===== src/design/lps_defs.svh =====
`ifndef LPS_DEFS_SVH
`define LPS_DEFS_SVH
// =====================================================
// synchroniser and sequencing constants
`define SYNC_STAGES 2
`define RESUME_CYCLES 4'h4
`define SAVE_CYCLES 4'h3
`endif


===== src/design/lps_pkg.sv =====
package lps_pkg;
    typedef enum logic [2:0] {
        ST_RUN,
        ST_HALT_GRANT,
        ST_SLEEP,
        ST_RESUME,
        ST_MGMT_SAVE,
        ST_MGMT_ACK,
        ST_MGMT_RUN
    } power_state_e;
endpackage : lps_pkg


===== src/design/lps_ctrl.sv =====
`timescale 1ns/100ps
`include "lps_defs.svh"
// Overview of operation
// - halt request asserted in run or resume moves the core into the clock-halt grant state
// - in halt grant core clocks stop; bus and interrupt-controller clocks keep running
// - in halt grant bus snooping continues and incoming interrupts are latched
// - halt release restarts all clocks, then services latched interrupts as resume ends, also when halt returns in that cycle and execution does not resume
// - halt request is asynchronous and never touches the bus clock
// - sleep request while in halt grant moves into sleep
// - in sleep every unit clock stops; only the PLL runs
// - in sleep no snoop response and no interrupt recognition
// - in sleep only sleep and reset inputs have any effect
// - sleep release returns to halt grant, restarting bus and interrupt clocks
// - management interrupt is accepted asynchronously at any time except in sleep
// - accepted management interrupt saves state and enters management mode
// - in management mode an acknowledge is issued, then the handler runs
// - reset forces a known state from any power state, caches invalidated
module lps_ctrl
    import lps_pkg::*;
(
    input wire logic CORE_CLK_I,                // 100 MHz bus clock
    input wire logic RESET_I,                   // async reset, active high
    input wire logic CLOCK_HALT_REQUEST_N_I,    // async halt request, active low
    input wire logic SLEEP_REQUEST_N_I,         // async sleep request, active low
    input wire logic SYSTEM_MGMT_IRQ_N_I,       // async management interrupt, active low
    input wire logic INTR_I,                    // interrupt event, one-cycle pulse
    input wire logic SNOOP_REQ_I,               // bus snoop request, one-cycle pulse
    input wire logic HANDLER_DONE_I,            // management handler finished, pulse
    output logic CORE_CLK_EN_O,                 // core units clock enable
    output logic BUS_CLK_EN_O,                  // bus and interrupt-controller clock enable
    output logic EXEC_EN_O,                     // instruction execution allowed
    output logic SNOOP_ACK_O,                   // snoop answered, pulse
    output logic INTR_SERVICE_O,                // latched interrupt serviced, pulse
    output logic STATE_SAVE_O,                  // execution state save strobe, pulse
    output logic MGMT_ACK_O,                    // management acknowledge transaction, pulse
    output logic SYSTEM_MANAGEMENT_MODE_O,      // in management mode
    output logic CACHE_INVALIDATE_O             // invalidate caches, no write-back
);
    // =====================================================
    // input synchronisers
    logic halt_n_sync;
    logic sleep_n_sync;
    logic irq_n_sync;
    logic irq_n_prev_reg;
    logic irq_pend_reg;
    logic intr_pend_reg;
    logic [3:0] cnt_reg;
    power_state_e state_reg;
    power_state_e state_next;

    lps_sync u_sync_halt (.clk_i(CORE_CLK_I), .rst_i(RESET_I), .d_i(CLOCK_HALT_REQUEST_N_I), .q_o(halt_n_sync));
    lps_sync u_sync_sleep (.clk_i(CORE_CLK_I), .rst_i(RESET_I), .d_i(SLEEP_REQUEST_N_I), .q_o(sleep_n_sync));
    lps_sync u_sync_irq (.clk_i(CORE_CLK_I), .rst_i(RESET_I), .d_i(SYSTEM_MGMT_IRQ_N_I), .q_o(irq_n_sync));

    wire halt_req = !halt_n_sync;
    wire sleep_req = !sleep_n_sync;
    wire irq_edge = irq_n_prev_reg && !irq_n_sync;
    wire sleeping = (state_reg == ST_SLEEP);

    // =====================================================
    // management interrupt capture; sleep ignores it, set wins over clear
    always_ff @(posedge CORE_CLK_I or posedge RESET_I) begin
        if (RESET_I) begin
            irq_n_prev_reg <= 1'b1;
            irq_pend_reg <= 1'b0;
        end else begin
            irq_n_prev_reg <= irq_n_sync;
            if (irq_edge && !sleeping)
                irq_pend_reg <= 1'b1;
            else if (state_reg == ST_MGMT_SAVE)
                irq_pend_reg <= 1'b0;
        end
    end

    // =====================================================
    // interrupt latch; held through halt grant so none is lost
    always_ff @(posedge CORE_CLK_I or posedge RESET_I) begin
        if (RESET_I) begin
            intr_pend_reg <= 1'b0;
        end else begin
            if (INTR_I && !sleeping)
                intr_pend_reg <= 1'b1;
            else if (state_reg == ST_RESUME && cnt_reg == 4'h0)
                intr_pend_reg <= 1'b0;
        end
    end

    // =====================================================
    // power state sequencing
    always_comb begin
        state_next = state_reg;
        unique case (state_reg)
            ST_RUN: begin
                if (halt_req)
                    state_next = ST_HALT_GRANT;
                else if (irq_pend_reg)
                    state_next = ST_MGMT_SAVE;
            end
            ST_HALT_GRANT: begin
                if (sleep_req)
                    state_next = ST_SLEEP;
                else if (!halt_req)
                    state_next = ST_RESUME;
            end
            ST_SLEEP: begin
                if (!sleep_req)
                    state_next = ST_HALT_GRANT;
            end
            ST_RESUME: begin
                if (halt_req)
                    state_next = ST_HALT_GRANT;
                else if (cnt_reg == 4'h0)
                    state_next = ST_RUN;
            end
            ST_MGMT_SAVE: begin
                if (cnt_reg == 4'h0)
                    state_next = ST_MGMT_ACK;
            end
            ST_MGMT_ACK: state_next = ST_MGMT_RUN;
            ST_MGMT_RUN: begin
                if (HANDLER_DONE_I)
                    state_next = ST_RUN;
            end
            default: state_next = ST_RUN;
        endcase
    end
    // sleep request outside halt grant and sleep is simply not looked at above

    always_ff @(posedge CORE_CLK_I or posedge RESET_I) begin
        if (RESET_I)
            state_reg <= ST_RUN;
        else
            state_reg <= state_next;
    end

    always_ff @(posedge CORE_CLK_I or posedge RESET_I) begin
        if (RESET_I) begin
            cnt_reg <= 4'h0;
        end else if (state_next != state_reg) begin
            if (state_next == ST_RESUME)
                cnt_reg <= `RESUME_CYCLES;
            else if (state_next == ST_MGMT_SAVE)
                cnt_reg <= `SAVE_CYCLES;
            else
                cnt_reg <= 4'h0;
        end else if (cnt_reg != 4'h0) begin
            cnt_reg <= cnt_reg - 4'h1;
        end
    end

    // =====================================================
    // registered outputs; clock enables, exec and mode flags derived from the next state so they align with it
    always_ff @(posedge CORE_CLK_I or posedge RESET_I) begin
        if (RESET_I) begin
            CORE_CLK_EN_O <= 1'b1;
            BUS_CLK_EN_O <= 1'b1;
            EXEC_EN_O <= 1'b0;
            SYSTEM_MANAGEMENT_MODE_O <= 1'b0;
            CACHE_INVALIDATE_O <= 1'b1;
        end else begin
            CORE_CLK_EN_O <= !(state_next inside {ST_HALT_GRANT, ST_SLEEP});
            BUS_CLK_EN_O <= (state_next != ST_SLEEP);
            EXEC_EN_O <= (state_next inside {ST_RUN, ST_MGMT_RUN});
            SYSTEM_MANAGEMENT_MODE_O <= (state_next inside {ST_MGMT_SAVE, ST_MGMT_ACK, ST_MGMT_RUN});
            CACHE_INVALIDATE_O <= 1'b0;
        end
    end

    always_ff @(posedge CORE_CLK_I or posedge RESET_I) begin
        if (RESET_I) begin
            SNOOP_ACK_O <= 1'b0;
            INTR_SERVICE_O <= 1'b0;
            STATE_SAVE_O <= 1'b0;
            MGMT_ACK_O <= 1'b0;
        end else begin
            SNOOP_ACK_O <= SNOOP_REQ_I && !sleeping;
            INTR_SERVICE_O <= intr_pend_reg && state_reg == ST_RESUME && cnt_reg == 4'h0;
            STATE_SAVE_O <= (state_reg != ST_MGMT_SAVE) && (state_next == ST_MGMT_SAVE);
            MGMT_ACK_O <= (state_next == ST_MGMT_ACK);
        end
    end

    // =====================================================
    // checks
    a_halt_entry: assert property (@(posedge CORE_CLK_I) disable iff (RESET_I)
        (state_reg == ST_RUN && halt_req) |=> state_reg == ST_HALT_GRANT)
        else $error("halt request did not enter halt grant");
    a_halt_clocks: assert property (@(posedge CORE_CLK_I) disable iff (RESET_I)
        state_reg == ST_HALT_GRANT |-> !CORE_CLK_EN_O && BUS_CLK_EN_O)
        else $error("wrong clock enables in halt grant");
    a_sleep_clocks: assert property (@(posedge CORE_CLK_I) disable iff (RESET_I)
        state_reg == ST_SLEEP |-> !CORE_CLK_EN_O && !BUS_CLK_EN_O)
        else $error("clocks running in sleep");
    a_sleep_snoop: assert property (@(posedge CORE_CLK_I) disable iff (RESET_I)
        (sleeping && SNOOP_REQ_I) |=> !SNOOP_ACK_O)
        else $error("snoop answered in sleep");
    a_halt_snoop: assert property (@(posedge CORE_CLK_I) disable iff (RESET_I)
        (state_reg == ST_HALT_GRANT && SNOOP_REQ_I) |=> SNOOP_ACK_O)
        else $error("snoop dropped in halt grant");
    a_sleep_entry: assert property (@(posedge CORE_CLK_I) disable iff (RESET_I)
        (state_reg == ST_HALT_GRANT && sleep_req) |=> sleeping)
        else $error("sleep not entered");
    a_sleep_exit: assert property (@(posedge CORE_CLK_I) disable iff (RESET_I)
        (sleeping && !sleep_req) |=> state_reg == ST_HALT_GRANT ##1 BUS_CLK_EN_O)
        else $error("sleep exit wrong");
    a_sleep_ignored: assert property (@(posedge CORE_CLK_I) disable iff (RESET_I)
        (state_reg == ST_RUN && !halt_req && !irq_pend_reg) |=> state_reg == ST_RUN)
        else $error("left run without cause");
    a_mgmt_ack: assert property (@(posedge CORE_CLK_I) disable iff (RESET_I)
        $rose(STATE_SAVE_O) |-> ##[4:6] MGMT_ACK_O)
        else $error("management acknowledge missing");
    a_resume_intr: assert property (@(posedge CORE_CLK_I) disable iff (RESET_I)
        (state_reg == ST_HALT_GRANT && !halt_req && !sleep_req && intr_pend_reg) |-> ##[5:6] INTR_SERVICE_O)
        else $error("latched interrupt not serviced");
    a_halt_latch: assert property (@(posedge CORE_CLK_I) disable iff (RESET_I)
        (state_reg == ST_HALT_GRANT && INTR_I) |=> intr_pend_reg)
        else $error("interrupt not latched in halt grant");
    a_sleep_intr: assert property (@(posedge CORE_CLK_I) disable iff (RESET_I)
        (sleeping && !intr_pend_reg) |=> !intr_pend_reg)
        else $error("interrupt latched in sleep");
    a_mgmt_entry: assert property (@(posedge CORE_CLK_I) disable iff (RESET_I)
        (state_reg == ST_RUN && !halt_req && irq_pend_reg) |=> STATE_SAVE_O && SYSTEM_MANAGEMENT_MODE_O)
        else $error("management entry without state save");
    a_resume_run: assert property (@(posedge CORE_CLK_I) disable iff (RESET_I)
        (state_reg == ST_RESUME && !halt_req && cnt_reg == 4'h0) |=> EXEC_EN_O && CORE_CLK_EN_O)
        else $error("resume did not restart execution");
    a_resume_halt: assert property (@(posedge CORE_CLK_I) disable iff (RESET_I)
        (state_reg == ST_RESUME && halt_req) |=> state_reg == ST_HALT_GRANT)
        else $error("halt during resume not granted");
endmodule : lps_ctrl


===== src/design/lps_sync.sv =====
`timescale 1ns/100ps
// =====================================================
// two-stage level synchroniser; resets to the inactive (high) level
module lps_sync (
    input wire logic clk_i, // clock
    input wire logic rst_i, // async reset, active high
    input wire logic d_i,   // asynchronous input
    output logic q_o        // synchronised level
);
    logic meta_reg;

    always_ff @(posedge clk_i or posedge rst_i) begin
        if (rst_i) begin
            meta_reg <= 1'b1;
            q_o <= 1'b1;
        end else begin
            meta_reg <= d_i;
            q_o <= meta_reg;
        end
    end
endmodule : lps_sync


===== config.mk =====
export PLATFORM = sky130hd
export DESIGN_NAME = lps_ctrl
export DESIGN_NICKNAME = d
export VERILOG_FILES = /design/src/design/lps_pkg.sv /design/src/design/lps_ctrl.sv /design/src/design/lps_sync.sv
export VERILOG_INCLUDE_DIRS = /design/src /design/src/design
export SDC_FILE = /design/constraint.sdc
export NUM_CORES = 1
export LEC_CHECK = 0
export ABC_AREA = 1
export BUFFER_PORTS_ARGS = -buffer_cell sky130_fd_sc_hd__buf_4
export CAP_MARGIN = 10
export CORE_MARGIN = 8
export CORE_UTILIZATION = 55
export CTS_BUF_LIST = sky130_fd_sc_hd__clkbuf_8
export DETAILED_ROUTE_END_ITERATION = 10
export GPL_ROUTABILITY_DRIVEN = 0
export PLACE_DENSITY = 0.82
export REMOVE_ABC_BUFFERS = 1
export SLEW_MARGIN = 40
export SYNTH_ARGS = -nofsm -noshare
export SYNTH_HDL_FRONTEND = slang
export SYNTH_HIERARCHICAL = 1
export SYNTH_SLANG_ARGS = --single-unit

===== constraint.sdc =====
create_clock -name CORE_CLK_I -period 5 [get_ports CORE_CLK_I]
set_input_delay 1.5 -clock CORE_CLK_I [delete_from_list [all_inputs] [get_ports CORE_CLK_I]]
set_output_delay 1.5 -clock CORE_CLK_I [all_outputs]
set_load 0.03 [all_outputs]

==> flow_summary.toml <==
[finish]
area_growth_pct = 16.4
fillCellCount = 158
diodes = 0
fin_cells = 174
stdcell_area_mm2 = 0.00136
nNetsFinal = 157
largest_reg_flops = 4
drive_gt1_share_pct = 32.7

[grt]
grt_pass1_wl_um = 3910
groute.usage.overall_pct = 14.1
first_global_vias = 930
grt_remaining_overflow = 0
antenna_found_initial = 0
grt_max_degree = 20

[synthesis]
synth_area_leaders = "dfrtp_1 (32%), dfstp_2 (23%), nand2_1 (7.4%), inv_1 (5.8%), nor2_1 (4.8%)"
synth-simple-area-share_pct = 28.8
synthesis.area_mm2 = 0.00117
synth_seq_area_share_pct = 54.7
ys_warn_count = 6
synth.avg_cell_area_um2 = 9.12
synth.largest_area_cell = "dfrtp_1"
synth-xor-area-share_pct = 1.50
synth_top_family_by_area = "simple AND/OR/NAND/NOR gates"
synthAdderAreaFrac_pct = 1.07
synth_top_area_share_pct = 32.2
synth_compound_area_share_pct = 5.89
synthCells = 128
muxShareOfSynthArea_pct = 0
synth_cell_types = 28
ys_seq_elements = 25

[clock_network]
cts.sinks = 25
clockRootBuffer = "clkbuf_8"
clkTransAtPathRegs_ps = 80
cts_buffer_depth = 2
clk_latency_ps = 270
cts_buffers = 3
cts_resized = 0
h-tree-depth = 1
cts_tree = "built"
cts-hold-fix-buffers = 0
post_cts_buffers = 0

[power]
cellLeakagePower_uw = 0.000703
irDropWorstVdd_mv = 0.387
powerDensity_mw_per_mm2 = 677

[sta]
skew_ps = 4.01
tightest_slew_ps = 697
finalWorstPathRequiredPeriod_ps = 2440
hold_slack_ps = 362
timing.final.crit_share_pct = 48.7
setup_viol = 0
slew_headroom_pct = 53.5
fmax_ghz = 0.411
finalSetupTns_ps = 0
rsz0062_at_grt = "no"
maxSlewViolCount = 0
hold_violations = 0

[placement]
dp_hpwl_um = 1820
placed_cells = 170
port_buffers = 16
dpl_cell_area_mm2 = 0.00131

[worst_setup_path]
crit_type = "reg -> out"
path_max_fanout = 1
crit_required_ps = 3500
cp_top_family = "flip-flops"
crit_arrival_ps = 940
worst-r2r-setup-slack_ps = 2940
crit_buf_inv = 1
end_kind = "primary output"
max_stage_delay_ps = 520
path_cells = "buf_4"
cpMaxStageDelayCell = "dfstp_2"
worst_setup_path_start_kind = "flop"

[min_path]
min_path_type = "reg -> reg"

[detailed_routing]
routed_via_density = 5.44
drc_errors = 0
vias = 947
ant_nets = 0
firstDrtPassIters = 4
wire_per_inst_um = 13.6
drt_wl_total_um = 2370
drt_iter0_drc = 50

[floorplanning]
chipHeight_um = 62.1
chipWidth_um = 62.1
pin_count = 17
die-area_mm2 = 0.00385
row_count = 16
start_util_pct = 58.9
core_mm2 = 0.00198

[run]
maxCapViolations = 0

[run_status]
status = "finished clean"
==> layout make-up <==
type | instances | area [um^2] | share of cell area (%)
Inverter | 22 | 82.6 | 6.08
Tap cell | 27 | 33.8 | 2.49
Sequential cell | 25 | 638 | 47.0
Clock buffer | 3 | 41.3 | 3.04
Clock inverter | 1 | 3.75 | 0.276
Timing Repair Buffer | 16 | 120 | 8.84
Multi-Input combinational cell | 80 | 439 | 32.3
==> cells in the mapped netlist <==
master,instances
o21ai_2,1
dfrtp_1,15
nor2_2,2
xnor2_1,1
o31ai_1,1
nor3_1,1
nand2_4,1
nor2_1,15
a21oi_2,1
dfstp_2,10
nand3_2,3
inv_1,18
nand3_1,11
o21ai_1,1
nand4_1,3
conb_1,1
and2_4,1
o21ai_0,2
inv_2,4
ha_1,1
nor2_4,3
a21oi_1,2
xor2_1,1
buf_4,1
nand2_1,23
a22o_1,1
nand2_2,3
a32o_1,1
==> kinds of logic after synthesis <==
group | after synthesis
buf+inv | 23
simple gates | 66
other cells | 1
xor+xnor | 2
compound gates | 10
flops | 25
fa+ha+maj | 1
==> routing by layer <==
layer | global-route usage (%) | part of all wire [%]
met1 | 14.6 | 39
met2 | 25.5 | 49
met5 | 0 | 0
met4 | 8.77 | 3.0
met3 | 2.47 | 8.8
==> metrics by stage <==
step	utilization, %	power, uW	setup WS, ps
after CTS	68.6	917	2560
after floorplan	-	680	2590
after detailed placement	66.3	800	2370
after global placement	66.3	774	2460
after global routing	68.6	983	2530
final	68.6	920	2560
==> placed cells by master (no fill, tap or decap) <==
cell type | synthesis | layout
a21oi_1 | 2 | 2
a21oi_2 | 1 | 1
a22o_1 | 1 | 1
a32o_1 | 1 | 1
and2_4 | 1 | 1
buf_4 | 1 | 16
clkbuf_8 | 0 | 3
conb_1 | 1 | 1
dfrtp_1 | 15 | 15
dfstp_2 | 10 | 10
ha_1 | 1 | 1
inv_1 | 18 | 19
inv_2 | 4 | 4
nand2_1 | 23 | 23
nand2_2 | 3 | 3
nand2_4 | 1 | 1
nand3_1 | 11 | 11
nand3_2 | 3 | 3
nand4_1 | 3 | 3
nor2_1 | 15 | 15
nor2_2 | 2 | 2
nor2_4 | 3 | 3
nor3_1 | 1 | 1
o21ai_0 | 2 | 2
o21ai_1 | 1 | 1
o21ai_2 | 1 | 1
o31ai_1 | 1 | 1
xnor2_1 | 1 | 1
xor2_1 | 1 | 1
==> path summary, 6_finish.rpt <==
path	endpoint	start	cells after the start
max	CACHE_INVALIDATE_O	CACHE_INVALIDATE_O	1
min	u_sync_halt/q_o	u_sync_halt/meta_reg	0
max reg2reg	cnt_reg[1]	cnt_reg[0]	12
min reg2reg	u_sync_halt/q_o	u_sync_halt/meta_reg	0
max in group asynchronous	MGMT_ACK_O	RESET_I	2
min in group asynchronous	u_sync_irq/q_o	RESET_I	2
==> where the power goes <==
| part | internal, uW | leakage (uW) | switching (uW) |
|---|---|---|---|
| clock | 54.9 | 0.0000269 | 60.2 |
| combinational | 172 | 0.000385 | 316 |
| sequential | 265 | 0.000291 | 52.5 |
| total | 492 | 0.000703 | 428 |
Note: power is estimated with default switching activity, not from simulation.
